File: src/line_xfer_pkg.sv
// Constants, register map and state types for the line mode transfer block.
// Assumes volts are whole-volt unsigned bytes and a 100 MHz core clock.
package line_xfer_pkg;

  // Clock and timing
  localparam int unsigned CLK_PERIOD_NS   = 10;
  localparam int unsigned SECOND_NS       = 1_000_000_000;
  localparam int unsigned CYCLES_PER_SEC  = SECOND_NS / CLK_PERIOD_NS;
  localparam logic [4:0]  QUAL_3_SEC      = 5'h03;
  localparam logic [4:0]  QUAL_10_SEC     = 5'h0A;
  localparam logic [4:0]  QUAL_30_SEC     = 5'h1E;

  // Register byte offsets
  localparam logic [7:0] OFS_CTRL    = 8'h00;
  localparam logic [7:0] OFS_KEY     = 8'h04;
  localparam logic [7:0] OFS_STATUS  = 8'h08;
  localparam logic [7:0] OFS_UPPER   = 8'h0C;
  localparam logic [7:0] OFS_LOWER   = 8'h10;
  localparam logic [7:0] OFS_GAPS    = 8'h14;
  localparam logic [7:0] OFS_VIN     = 8'h18;

  // Control field positions and reset values
  localparam int         CTRL_BUCK_BIT   = 0;
  localparam int         CTRL_BOOST_BIT  = 1;
  localparam int         CTRL_QUAL_LSB   = 2;
  localparam logic [1:0] QUAL_SEL_3      = 2'h0;
  localparam logic [1:0] QUAL_SEL_10     = 2'h1;
  localparam logic [1:0] QUAL_SEL_30     = 2'h2;
  localparam logic [3:0] CTRL_RESET      = 4'h8;

  // Console codes
  localparam logic [15:0] MENU_LINE_COND  = 16'h0004;
  localparam logic [15:0] PASSWORD_FACT   = 16'h1111;
  localparam logic [7:0]  PNUM_UPPER_LIM  = 8'h28;
  localparam logic [7:0]  PNUM_LOWER_LIM  = 8'h29;
  localparam logic [7:0]  PNUM_UP_ENTRY   = 8'h2D;
  localparam logic [7:0]  PNUM_DN_ENTRY   = 8'h2E;
  localparam logic [7:0]  PNUM_UPPER_GAP  = 8'h30;
  localparam logic [7:0]  PNUM_LOWER_GAP  = 8'h31;

  // Setpoint defaults (volts)
  localparam logic [7:0] UPPER_LIM_BUCK_OFF  = 8'h82;
  localparam logic [7:0] UPPER_LIM_BUCK_ON   = 8'h96;
  localparam logic [7:0] LOWER_LIM_BOOST_OFF = 8'h64;
  localparam logic [7:0] LOWER_LIM_BOOST_ON  = 8'h5A;
  localparam logic [7:0] DN_ENTRY_DEFAULT    = 8'h82;
  localparam logic [7:0] UP_ENTRY_DEFAULT    = 8'h66;
  localparam logic [7:0] GAP_DEFAULT         = 8'h05;

  // Setpoint ranges (volts)
  localparam logic [7:0] UPPER_LIM_MIN = 8'h78;
  localparam logic [7:0] UPPER_LIM_MAX = 8'h96;
  localparam logic [7:0] DN_ENTRY_MIN  = 8'h78;
  localparam logic [7:0] DN_ENTRY_MAX  = 8'h90;
  localparam logic [7:0] UP_ENTRY_MIN  = 8'h60;
  localparam logic [7:0] UP_ENTRY_MAX  = 8'h78;
  localparam logic [7:0] LOWER_LIM_MIN = 8'h5A;
  localparam logic [7:0] LOWER_LIM_MAX = 8'h78;
  localparam logic [7:0] GAP_MIN       = 8'h03;
  localparam logic [7:0] GAP_MAX       = 8'h07;

  typedef enum logic [1:0] {
    MODE_LINE    = 2'b00,
    MODE_BUCK    = 2'b01,
    MODE_BOOST   = 2'b10,
    MODE_BATTERY = 2'b11
  } mode_e;

  typedef enum logic [1:0] {
    SCR_MAIN     = 2'b00,
    SCR_PASSWORD = 2'b01,
    SCR_PARAM    = 2'b10,
    SCR_LINECOND = 2'b11
  } screen_e;

endpackage

File: src/levels_if.sv
// Carries stored setpoints to the level calculator and effective levels back.
// Assumes a single clock domain; purely combinational signals.
`timescale 1ns/1ns
interface levels_if;
  logic [7:0] upper_lim;
  logic [7:0] lower_lim;
  logic [7:0] dn_entry;
  logic [7:0] up_entry;
  logic [7:0] upper_band_gap;
  logic [7:0] lower_band_gap;
  logic       upper_set;
  logic       lower_set;
  logic       buck_en;
  logic       boost_en;
  logic [7:0] upper_transfer_limit;
  logic [7:0] upper_return_level;
  logic [7:0] lower_transfer_limit;
  logic [7:0] lower_return_level;
  logic [7:0] step_down_entry_level;
  logic [7:0] step_down_exit_level;
  logic [7:0] step_up_entry_level;
  logic [7:0] step_up_exit_level;

  modport ctl (output upper_lim, lower_lim, dn_entry, up_entry, upper_band_gap, lower_band_gap,
               upper_set, lower_set, buck_en, boost_en,
               input upper_transfer_limit, upper_return_level, lower_transfer_limit, lower_return_level,
               step_down_entry_level, step_down_exit_level, step_up_entry_level, step_up_exit_level);
  modport calc (input upper_lim, lower_lim, dn_entry, up_entry, upper_band_gap, lower_band_gap,
                upper_set, lower_set, buck_en, boost_en,
                output upper_transfer_limit, upper_return_level, lower_transfer_limit, lower_return_level,
                step_down_entry_level, step_down_exit_level, step_up_entry_level, step_up_exit_level);
endinterface

File: src/level_calc.sv
// Derives the effective transfer, return, entry and exit levels.
// Assumes stored setpoints already lie within their ranges.
`timescale 1ns/1ns
module level_calc
  import line_xfer_pkg::*;
(
  // Setpoints in, levels out
  levels_if.calc lv
);

  // Saturating add and subtract so a level never wraps
  function automatic logic [7:0] sat_add(input logic [7:0] a, input logic [7:0] b);
    logic [8:0] s;
    s = {1'b0, a} + {1'b0, b};
    return s[8] ? 8'hFF : s[7:0];
  endfunction

  function automatic logic [7:0] sat_sub(input logic [7:0] a, input logic [7:0] b);
    return (a > b) ? (a - b) : 8'h00;
  endfunction

  // Untouched limits follow the enable state defaults
  assign lv.upper_transfer_limit = lv.upper_set ? lv.upper_lim :
                                   (lv.buck_en ? UPPER_LIM_BUCK_ON : UPPER_LIM_BUCK_OFF);
  assign lv.lower_transfer_limit = lv.lower_set ? lv.lower_lim :
                                   (lv.boost_en ? LOWER_LIM_BOOST_ON : LOWER_LIM_BOOST_OFF);

  // Return levels sit one gap inside the limits
  assign lv.upper_return_level = sat_sub(lv.upper_transfer_limit, lv.upper_band_gap);
  assign lv.lower_return_level = sat_add(lv.lower_transfer_limit, lv.lower_band_gap);

  // Exit levels recomputed whenever a setpoint moves
  assign lv.step_down_entry_level = lv.dn_entry;
  assign lv.step_down_exit_level  = sat_sub(lv.dn_entry, lv.upper_band_gap);
  assign lv.step_up_entry_level   = lv.up_entry;
  assign lv.step_up_exit_level    = sat_add(lv.up_entry, lv.lower_band_gap);

endmodule

File: src/sec_tick.sv
// Divider giving a one-cycle pulse once per second while enabled.
// Assumes the count restarts whenever the enable drops.
`timescale 1ns/1ns
module sec_tick #(
  parameter int unsigned TICK_CYCLES = 100_000_000
) (
  // Clock and reset
  input  wire logic core_clk,
  input  wire logic resetn,
  // Control and pulse
  input  wire logic run,
  output logic      tick
);

  localparam int CW = $clog2(TICK_CYCLES + 1);
  localparam logic [CW-1:0] LAST = CW'(TICK_CYCLES - 1);

  logic [CW-1:0] cnt_reg;
  wire           wrap = (cnt_reg == LAST);

  // Restart on idle so each qualify period starts clean
  always_ff @(posedge core_clk or negedge resetn) begin
    if (!resetn) begin
      cnt_reg <= '0;
      tick    <= 1'b0;
    end else begin
      tick    <= run & wrap;
      cnt_reg <= (!run || wrap) ? '0 : cnt_reg + 1'b1;
    end
  end

endmodule

File: src/line_xfer_ctrl.sv
// Line mode transfer controller with Wishbone registers and operator console.
// Assumes vin is a whole-volt measurement synchronous to core_clk.
// Assumes the bus master holds cyc and stb until it sees ack.
// Assumes setpoints change only through console key entries.
// Function
// - above upper transfer limit in line or step-down, go to battery.
// - step-down enabled and above entry level in line, enter step-down.
// - after high transfer, return to line below upper return level.
// - in step-down, return to line below step-down exit level.
// - step-up enabled and below entry level in line, enter step-up.
// - in step-up, return to line above step-up exit level.
// - below lower transfer limit in line or step-up, go to battery.
// - after low transfer, return to line above lower return level.
// - upper return level sits one programmable upper gap below limit.
// - lower return level sits one programmable lower gap above limit.
// - menu item 4 opens setpoint editing only after password 1111.
// - wrong password flags an error and allows a retry, no access.
// - accept setpoint only within range, then show line conditioning screen.
// - delay battery to line by 3, 10 or 30 qualified seconds.
`timescale 1ns/1ns
module line_xfer_ctrl
  import line_xfer_pkg::*;
#(
  parameter int unsigned TICK_CYCLES = CYCLES_PER_SEC
) (
  // Clock and reset
  input  wire logic        core_clk,
  input  wire logic        resetn,
  // Wishbone slave
  input  wire logic        wb_cyc_i,
  input  wire logic        wb_stb_i,
  input  wire logic        wb_we_i,
  input  wire logic [7:0]  wb_adr_i,
  input  wire logic [3:0]  wb_sel_i,
  input  wire logic [31:0] wb_dat_i,
  output logic [31:0]      wb_dat_o,
  output logic             wb_ack_o,
  // Line measurement
  input  wire logic [7:0]  vin,
  // Power stage
  output logic [1:0]       mode_sel
);

  // State
  // Enum state and plain flags; mode resets to line, screen to main, flags to zero
  mode_e       mode_reg, mode_next;
  screen_e     screen_reg, screen_next;
  logic        bat_high_reg, bat_high_next;
  logic [4:0]  qual_sec_reg, qual_sec_next;
  logic [3:0]  ctrl_reg;
  logic [7:0]  upper_lim_reg, lower_lim_reg, dn_entry_reg, up_entry_reg;
  logic [7:0]  upper_gap_reg, lower_gap_reg;
  logic        upper_set_reg, lower_set_reg;
  logic        pw_err_reg, range_err_reg;
  logic        sec_pulse;

  // Setpoints out, effective levels back
  levels_if lv();

  // Range check used for every editable setpoint
  // Bounds inclusive; derived levels have no entry
  function automatic logic in_range(input logic [7:0] v, input logic [7:0] lo, input logic [7:0] hi);
    return (v >= lo) && (v <= hi);
  endfunction

  // Bus decode; a request counts once, on the edge before ack,
  // so a master holding through ack never writes twice
  wire        bus_req   = wb_cyc_i & wb_stb_i & ~wb_ack_o;
  wire        wr_req    = bus_req & wb_we_i;
  wire        wr_ctrl   = wr_req & (wb_adr_i == OFS_CTRL) & wb_sel_i[0];
  wire        key_enter = wr_req & (wb_adr_i == OFS_KEY) & (&wb_sel_i[1:0]);
  wire [15:0] key_val   = wb_dat_i[15:0];
  wire [7:0]  pnum      = key_val[15:8];
  wire [7:0]  pval      = key_val[7:0];

  // Control fields; select 3 means the longest period
  wire        buck_en   = ctrl_reg[CTRL_BUCK_BIT];
  wire        boost_en  = ctrl_reg[CTRL_BOOST_BIT];
  wire [1:0]  qual_sel  = ctrl_reg[CTRL_QUAL_LSB +: 2];

  // Parameter number decode and range test
  // Derived level numbers match no select, so they fail
  wire sel_upper  = (pnum == PNUM_UPPER_LIM);
  wire sel_lower  = (pnum == PNUM_LOWER_LIM);
  wire sel_dn     = (pnum == PNUM_DN_ENTRY);
  wire sel_up     = (pnum == PNUM_UP_ENTRY);
  wire sel_ugap   = (pnum == PNUM_UPPER_GAP);
  wire sel_lgap   = (pnum == PNUM_LOWER_GAP);
  wire pval_ok    = (sel_upper & in_range(pval, UPPER_LIM_MIN, UPPER_LIM_MAX)) |
                    (sel_lower & in_range(pval, LOWER_LIM_MIN, LOWER_LIM_MAX)) |
                    (sel_dn    & in_range(pval, DN_ENTRY_MIN, DN_ENTRY_MAX))   |
                    (sel_up    & in_range(pval, UP_ENTRY_MIN, UP_ENTRY_MAX))   |
                    (sel_ugap  & in_range(pval, GAP_MIN, GAP_MAX))             |
                    (sel_lgap  & in_range(pval, GAP_MIN, GAP_MAX));
  // Entries count only on their own screen
  wire in_param   = (screen_reg == SCR_PARAM);
  wire accept     = key_enter & in_param & pval_ok;
  wire reject     = key_enter & in_param & ~pval_ok;
  wire pw_try     = key_enter & (screen_reg == SCR_PASSWORD);
  wire pw_good    = pw_try & (key_val == PASSWORD_FACT);

  // Setpoints to the level calculator
  // Enables pick the defaults of limits never edited
  assign lv.upper_lim      = upper_lim_reg;
  assign lv.lower_lim      = lower_lim_reg;
  assign lv.dn_entry       = dn_entry_reg;
  assign lv.up_entry       = up_entry_reg;
  assign lv.upper_band_gap = upper_gap_reg;
  assign lv.lower_band_gap = lower_gap_reg;
  assign lv.upper_set      = upper_set_reg;
  assign lv.lower_set      = lower_set_reg;
  assign lv.buck_en        = buck_en;
  assign lv.boost_en       = boost_en;

  // Effective levels, purely combinational
  level_calc u_calc (
    .lv (lv.calc)
  );

  // Voltage comparisons against effective levels
  // Strict compares: a line sitting on a level moves nothing
  // A disabled step mode forces its leave term true
  wire over_upper  = vin > lv.upper_transfer_limit;
  wire under_lower = vin < lv.lower_transfer_limit;
  wire ok_high     = vin < lv.upper_return_level;
  wire ok_low      = vin > lv.lower_return_level;
  wire dn_enter    = buck_en & (vin > lv.step_down_entry_level);
  wire dn_leave    = ~buck_en | (vin < lv.step_down_exit_level);
  wire up_enter    = boost_en & (vin < lv.step_up_entry_level);
  wire up_leave    = ~boost_en | (vin > lv.step_up_exit_level);
  wire qualified   = (mode_reg == MODE_BATTERY) & (bat_high_reg ? ok_high : ok_low);

  // Qualify period selected from control
  // Counted in whole seconds of divider pulses
  wire [4:0] qual_target = (qual_sel == QUAL_SEL_3)  ? QUAL_3_SEC  :
                           (qual_sel == QUAL_SEL_10) ? QUAL_10_SEC : QUAL_30_SEC;

  // Runs only while qualified, so any dip restarts the second
  sec_tick #(
    .TICK_CYCLES (TICK_CYCLES)
  ) u_tick (
    .core_clk (core_clk),
    .resetn   (resetn),
    .run      (qualified),
    .tick     (sec_pulse)
  );

  // Mode transitions; battery checks take priority over step modes
  // Only the battery return is delayed; other moves land one edge
  // after the compare sees vin
  always_comb begin
    mode_next     = mode_reg;
    bat_high_next = bat_high_reg;
    qual_sec_next = qual_sec_reg;
    unique case (mode_reg)
      // Battery checks first, then step-down before step-up
      MODE_LINE: begin
        if (over_upper) begin
          mode_next     = MODE_BATTERY;
          bat_high_next = 1'b1;
        end else if (under_lower) begin
          mode_next     = MODE_BATTERY;
          bat_high_next = 1'b0;
        end else if (dn_enter) begin
          mode_next     = MODE_BUCK;
        end else if (up_enter) begin
          mode_next     = MODE_BOOST;
        end
      end
      MODE_BUCK: begin
        if (over_upper) begin
          mode_next     = MODE_BATTERY;
          bat_high_next = 1'b1;
        end else if (dn_leave) begin
          mode_next     = MODE_LINE;
        end
      end
      MODE_BOOST: begin
        if (under_lower) begin
          mode_next     = MODE_BATTERY;
          bat_high_next = 1'b0;
        end else if (up_leave) begin
          mode_next     = MODE_LINE;
        end
      end
      // Whole qualified seconds only; a dip clears the count
      MODE_BATTERY: begin
        if (!qualified) begin
          qual_sec_next = 5'h00;
        end else if (sec_pulse) begin
          if (qual_sec_reg + 5'h01 >= qual_target) begin
            mode_next     = MODE_LINE;
            qual_sec_next = 5'h00;
          end else begin
            qual_sec_next = qual_sec_reg + 5'h01;
          end
        end
      end
    endcase
  end

  // Console screen flow
  // Wrong main menu entries are ignored, not flagged
  always_comb begin
    screen_next = screen_reg;
    if (key_enter) begin
      unique case (screen_reg)
        SCR_MAIN:     if (key_val == MENU_LINE_COND) screen_next = SCR_PASSWORD;
        SCR_PASSWORD: if (pw_good) screen_next = SCR_PARAM;
        SCR_PARAM:    if (pval_ok) screen_next = SCR_LINECOND;
        SCR_LINECOND: screen_next = SCR_MAIN;
      endcase
    end
  end

  // Mode, screen and timer registers
  // mode_sel follows mode_next so the stage gets a flop output
  always_ff @(posedge core_clk or negedge resetn) begin
    if (!resetn) begin
      mode_reg     <= MODE_LINE;
      bat_high_reg <= 1'b0;
      qual_sec_reg <= 5'h00;
      screen_reg   <= SCR_MAIN;
      mode_sel     <= MODE_LINE;
    end else begin
      mode_reg     <= mode_next;
      bat_high_reg <= bat_high_next;
      qual_sec_reg <= qual_sec_next;
      screen_reg   <= screen_next;
      mode_sel     <= mode_next;
    end
  end

  // Error flags stand until the next attempt on the same screen
  // Only entries on the owning screen write each flag
  always_ff @(posedge core_clk or negedge resetn) begin
    if (!resetn) begin
      pw_err_reg    <= 1'b0;
      range_err_reg <= 1'b0;
    end else begin
      if (pw_try) pw_err_reg <= ~pw_good;
      if (key_enter && in_param) range_err_reg <= reject;
    end
  end

  // Control and setpoint storage; a limit once edited stops tracking its default
  // Control writes need byte lane 0; other lanes are ignored
  always_ff @(posedge core_clk or negedge resetn) begin
    if (!resetn) begin
      ctrl_reg      <= CTRL_RESET;
      upper_lim_reg <= UPPER_LIM_BUCK_OFF;
      lower_lim_reg <= LOWER_LIM_BOOST_OFF;
      dn_entry_reg  <= DN_ENTRY_DEFAULT;
      up_entry_reg  <= UP_ENTRY_DEFAULT;
      upper_gap_reg <= GAP_DEFAULT;
      lower_gap_reg <= GAP_DEFAULT;
      upper_set_reg <= 1'b0;
      lower_set_reg <= 1'b0;
    end else begin
      if (wr_ctrl) ctrl_reg <= wb_dat_i[3:0];
      if (accept && sel_upper) begin
        upper_lim_reg <= pval;
        upper_set_reg <= 1'b1;
      end
      if (accept && sel_lower) begin
        lower_lim_reg <= pval;
        lower_set_reg <= 1'b1;
      end
      if (accept && sel_dn)   dn_entry_reg  <= pval;
      if (accept && sel_up)   up_entry_reg  <= pval;
      if (accept && sel_ugap) upper_gap_reg <= pval;
      if (accept && sel_lgap) lower_gap_reg <= pval;
    end
  end

  // Read mux; unmapped addresses read as zero but still acknowledge
  // Level words: limit, return, entry, exit, high byte first
  wire [31:0] status_word = {24'h000000, qualified, range_err_reg, pw_err_reg, bat_high_reg,
                             screen_reg, mode_reg};
  wire [31:0] rd_word =
    (wb_adr_i == OFS_CTRL)   ? {28'h0000000, ctrl_reg} :
    (wb_adr_i == OFS_KEY)    ? 32'h00000000 :
    (wb_adr_i == OFS_STATUS) ? status_word :
    (wb_adr_i == OFS_UPPER)  ? {lv.upper_transfer_limit, lv.upper_return_level,
                                lv.step_down_entry_level, lv.step_down_exit_level} :
    (wb_adr_i == OFS_LOWER)  ? {lv.lower_transfer_limit, lv.lower_return_level,
                                lv.step_up_entry_level, lv.step_up_exit_level} :
    (wb_adr_i == OFS_GAPS)   ? {16'h0000, upper_gap_reg, lower_gap_reg} :
    (wb_adr_i == OFS_VIN)    ? {24'h000000, vin} : 32'h00000000;

  // Single-cycle acknowledge; ack drops the cycle after it is given
  // Read data holds after ack until the next read
  always_ff @(posedge core_clk or negedge resetn) begin
    if (!resetn) begin
      wb_ack_o <= 1'b0;
      wb_dat_o <= 32'h00000000;
    end else begin
      wb_ack_o <= bus_req;
      if (bus_req && !wb_we_i) wb_dat_o <= rd_word;
    end
  end

endmodule

File: config.mk
export PLATFORM = sky130hd
export DESIGN_NAME = line_xfer_ctrl
export DESIGN_NICKNAME = d
export VERILOG_FILES = /design/src/line_xfer_pkg.sv /design/src/levels_if.sv /design/src/level_calc.sv /design/src/sec_tick.sv /design/src/line_xfer_ctrl.sv
export SDC_FILE = /design/constraint.sdc
export NUM_CORES = 1
export LEC_CHECK = 0
export CAP_MARGIN = 20
export CORE_ASPECT_RATIO = 1.1
export CORE_MARGIN = 4
export CORE_UTILIZATION = 45
export DETAILED_ROUTE_END_ITERATION = 10
export DONT_BUFFER_PORTS = 1
export PLACE_DENSITY = 0.64
export SLEW_MARGIN = 20
export SYNTH_ARGS = -nofsm -noshare
export SYNTH_HDL_FRONTEND = slang
export SYNTH_SLANG_ARGS = --single-unit
export TNS_END_PERCENT = 20
File: constraint.sdc
create_clock -name core_clk -period 4.75 [get_ports core_clk]
set_input_delay 0.7125 -clock core_clk [delete_from_list [all_inputs] [get_ports core_clk]]
set_output_delay 0.7125 -clock core_clk [all_outputs]
set_load 0.01 [all_outputs]
==> metrics.cfg <==
[power]
peakVddDrop_uv = 244
p_sw_share_pct = 28.1
pwr-share-clk_pct = 47.2
intPower_w = 0.00203
netSwitchingPower_w = 0.000797
leakage_nw = 4.56
pwr-share-comb_pct = 11.8
power_density_nw_per_um2 = 280
share_seq_of_total_power_pct = 41.0

[die]
floorplan.initialDensity_pct = 46.1
rows = 54
fp.dieW_um = 144
dieArea_sq_um = 22800
dieHeight_um = 158
pin_count = 92
core_area_sq_um = 19900

[synthesis]
dominant_cell_type_by_area_after_synthesis = sky130_fd_sc_hd__dfrtp_1
synthesis.yosys.warnings = 0
count_of_unique_library_cells_instantiated_by_yosys = 78
syn_area_sq_um = 9180
post_synth_inst_count = 994
postSynth.asyncResetShare_pct = 100
per_instance_average_area_after_synthesis_sq_um = 9.24
synthesis.nets = 1160
ff_latch_count_synth = 127
yosys.area.top_type_share_pct = 30.2
synth_sequential_area_ratio_pct = 34.8
post_synth_edffs = 0
synth.top_cells.by_area = sky130_fd_sc_hd__dfrtp_1 30%, sky130_fd_sc_hd__ha_1 14%, sky130_fd_sc_hd__dfstp_2 4.6%
ys.flop_type = sky130_fd_sc_hd__dfrtp_1

[global_route]
maximum_number_of_pins_on_one_net_before_global_route_repair = 112
grt_first_pass_wirelength_mm = 41.8
globalRouteTotalUtil_pct = 24.2
first_global_vias = 7380
grt_antenna_before_repair = 0
grt_overflow_total = 0

[timing]
layout_worst_path_cycle_share_pct = 92.6
clock_skew_ns = 0.0119
fin_setup_tns_ns = 0
grt_setup_unrepaired = no
timing.final.hold_violations = 0
report.final.setup_viol = 0
slew_headroom_pct = 38.5
hold_ws_ns = 0.128
timing.fmax_mhz = 227
worst_pin_slew_ns = 0.923
post-route-min-period_ns = 4.40
final_count_of_pins_violating_max_slew = 0

[worst_setup_path]
crit_path_end_kind = register
reg2reg_slack_ns = 0.35
reg2reg_depth = 18
critical_path.max_fanout = 9
worstPathArrival_ns = 4.71
critical_path_required_ns = 5.06
worst_setup_path_startpoint = lower_set_reg
max_stage_delay_ns = 0.46
timing.critical_path.to = mode_reg[1]
crit_top_cell = sky130_fd_sc_hd__a21oi_1
timing.critical_path.cells = nor2b_1, a21oi_2, inv_1, fa_1, a21o_1, a21oi_1, o21bai_1, a21oi_1, o21ai_1, nor2_1, ha_1, a211oi_1, nor2_1, o31ai_1, buf_4, a21oi_1, o221ai_1, mux2_2
startpoint_to_endpoint_class_of_the_critical_path = reg2reg
reg2reg_to = mode_reg[1]
slowest_stage = sky130_fd_sc_hd__dfrtp_2
timing.critical_path.from_type = register
timing.rr.start = lower_set_reg

[cts]
clock_insertion_delay_worst_skew_ns = 0.43
clock-sinks = 127
ctsLongestPathBuffers = 2
h-tree-depth = 4
postCtsSetupBuffers = 0
tritoncts = done
worst_setup_hold_path_clk_slew_ns = 0.06
numCtsBuffers = 17
cts_root_cell = sky130_fd_sc_hd__clkbuf_16

[finish]
largest_register_ffs = 32
final_net_count = 1167
fin_util_pct = 50.8
area_growth_from_synthesis_to_layout_pct = 10.2
antenna_cells = 0
fill_cells = 1821
drive_gt1_share_pct = 12.7
multi_input_area_sq_um = 5590
final-seq-area_sq_um = 3200

[min_path]
hold_class = in2async

[route]
detailroute.via_count = 7716
drt_wl_total_mm = 26.7
detailedRoute.firstIterationViolations = 600
antenna_left = 0
remaining_drcs = 0
drt-vias-per-instance = 6.09
drtPass1Iterations = 6
post_drt_wl_per_cell_um = 21.1

[placement]
gp_congestion = 0.944
dp_hpwl_mm = 19.8
placement.io_buffers = 0

[run]
cap_violations = 0

[status]
result_of_the_run = complete, no violations

[worst min path at each step]
stage | end | slack, ns | cells after the start
after CTS | lower_lim_reg[6] | 0.10 | 0
after global routing | ctrl_reg[3] | 0.11 | 0
after detailed placement | u_tick.cnt_reg[20] | 0.42 | 0
after global placement | u_tick.cnt_reg[21] | 0.42 | 0
after floorplan | bat_high_reg | 0.42 | 0
final | ctrl_reg[3] | 0.13 | 0
[stage by stage]
step	instances	total power, W	instance area [sq um]	setup slack [ns]
6_report	1266	0.00283	10100	0.352
5_1_grt	1266	0.00295	10100	0.0445
4_1_cts	1266	0.00286	10100	0.194
3_5_place_dp	1233	0.00149	9500	0.236
3_3_place_gp	1233	0.00148	9500	0.288
2_1_floorplan	994	0.00138	9180	0.652
[per-layer routing]
| layer | up-vias | GRT usage [%] | wire length [um] |
|---|---|---|---|
| met3 | 57 | 6.01 | 2170 |
| met2 | 284 | 36.3 | 11700 |
| li1 | 3638 | - | - |
| met4 | 0 | 9.77 | 981 |
| met1 | 3737 | 33.5 | 11900 |
| met5 | - | 0 | 0 |
[what timing repair did]
item	4_1_cts	5_1_grt
resized for setup	0	3
hold buffers	1	0
endpoints found under the hold margin	111	0
setup endpoints to repair	0	33
[layout by cell type (no fill, tap or decap), drive strengths merged, types with 5 or more instances in the layout]
cell type / netlist / layout
dfrtp: 111 / 111
ha: 105 / 105
nor2: 94 / 94
nand2: 81 / 81
inv: 70 / 80
a21oi: 68 / 68
o21ai: 51 / 51
mux2: 38 / 38
nand3: 30 / 30
xnor2: 26 / 26
nand4: 23 / 23
xor2: 21 / 21
nor3: 19 / 19
clkbuf: 22 / 17
buf: 7 / 17
dfstp: 16 / 16
a21o: 13 / 13
a22o: 13 / 13
nor4: 13 / 13
and2: 13 / 13
nor2b: 10 / 10
nand2b: 8 / 8
or3: 8 / 8
a222oi: 8 / 8
o221ai: 8 / 8
o22ai: 7 / 7
and3: 7 / 7
o21a: 6 / 6
mux2i: 6 / 6
nor3b: 5 / 5
or2: 5 / 5
o211ai: 5 / 5
a311oi: 5 / 5
or4: 5 / 5
[worst max-delay path, delay by kind of cell, from the launching register on]
kind / cells / cell delay [ns]
AOI/OAI and AO/OA: 10 / 1.99
adders and majority gates: 2 / 0.72
DFF: 1 / 0.46
and+or+nand+nor: 3 / 0.44
muxes: 1 / 0.37
buffers and inverters: 2 / 0.31
[final cells by class]
type | instances | share of cell area [%]
clock inverter | 15 | 1.68
clock buffer | 17 | 4.20
timing repair buffer | 17 | 1.58
tap | 252 | 3.11
sequential | 127 | 31.6
multi-input combinational | 768 | 55.2
inverter | 70 | 2.60
[cell usage after synthesis, types with 10 or more instances]
master	n
sky130_fd_sc_hd__nand3_1	30
sky130_fd_sc_hd__o21ai_0	49
sky130_fd_sc_hd__nor4_1	11
sky130_fd_sc_hd__clkbuf_1	21
sky130_fd_sc_hd__dfrtp_1	111
sky130_fd_sc_hd__a22o_1	13
sky130_fd_sc_hd__a21oi_1	68
sky130_fd_sc_hd__inv_1	70
sky130_fd_sc_hd__a21o_1	13
sky130_fd_sc_hd__nor2_1	93
sky130_fd_sc_hd__nand2_1	81
sky130_fd_sc_hd__dfstp_2	16
sky130_fd_sc_hd__xnor2_1	26
sky130_fd_sc_hd__xor2_1	21
sky130_fd_sc_hd__ha_1	105
sky130_fd_sc_hd__nor2b_1	10
sky130_fd_sc_hd__nand4_1	23
sky130_fd_sc_hd__nor3_1	16
sky130_fd_sc_hd__mux2_2	35
[cell families after synthesis]
logic type      count (synthesis)  synth area share [%]
compound gates                236                  17.2
xor+xnor                       47                  4.48
fa+ha+maj                     109                  15.2
buf+inv                        99                  4.33
flops                         127                  34.8
mux                            44                  5.44
simple gates                  332                  18.5
[power groups by stage]
stage / logic (W) / registers (W) / clock network (W)
4_1_cts: 0.000332 / 0.00116 / 0.00136
5_1_grt: 0.000371 / 0.00116 / 0.00141
6_report: 0.000334 / 0.00116 / 0.00134
2_1_floorplan: 0.000225 / 0.00116 / 0
3_5_place_dp: 0.000307 / 0.00118 / 0
3_3_place_gp: 0.000299 / 0.00118 / 0
(Power assumes the default switching activity.)
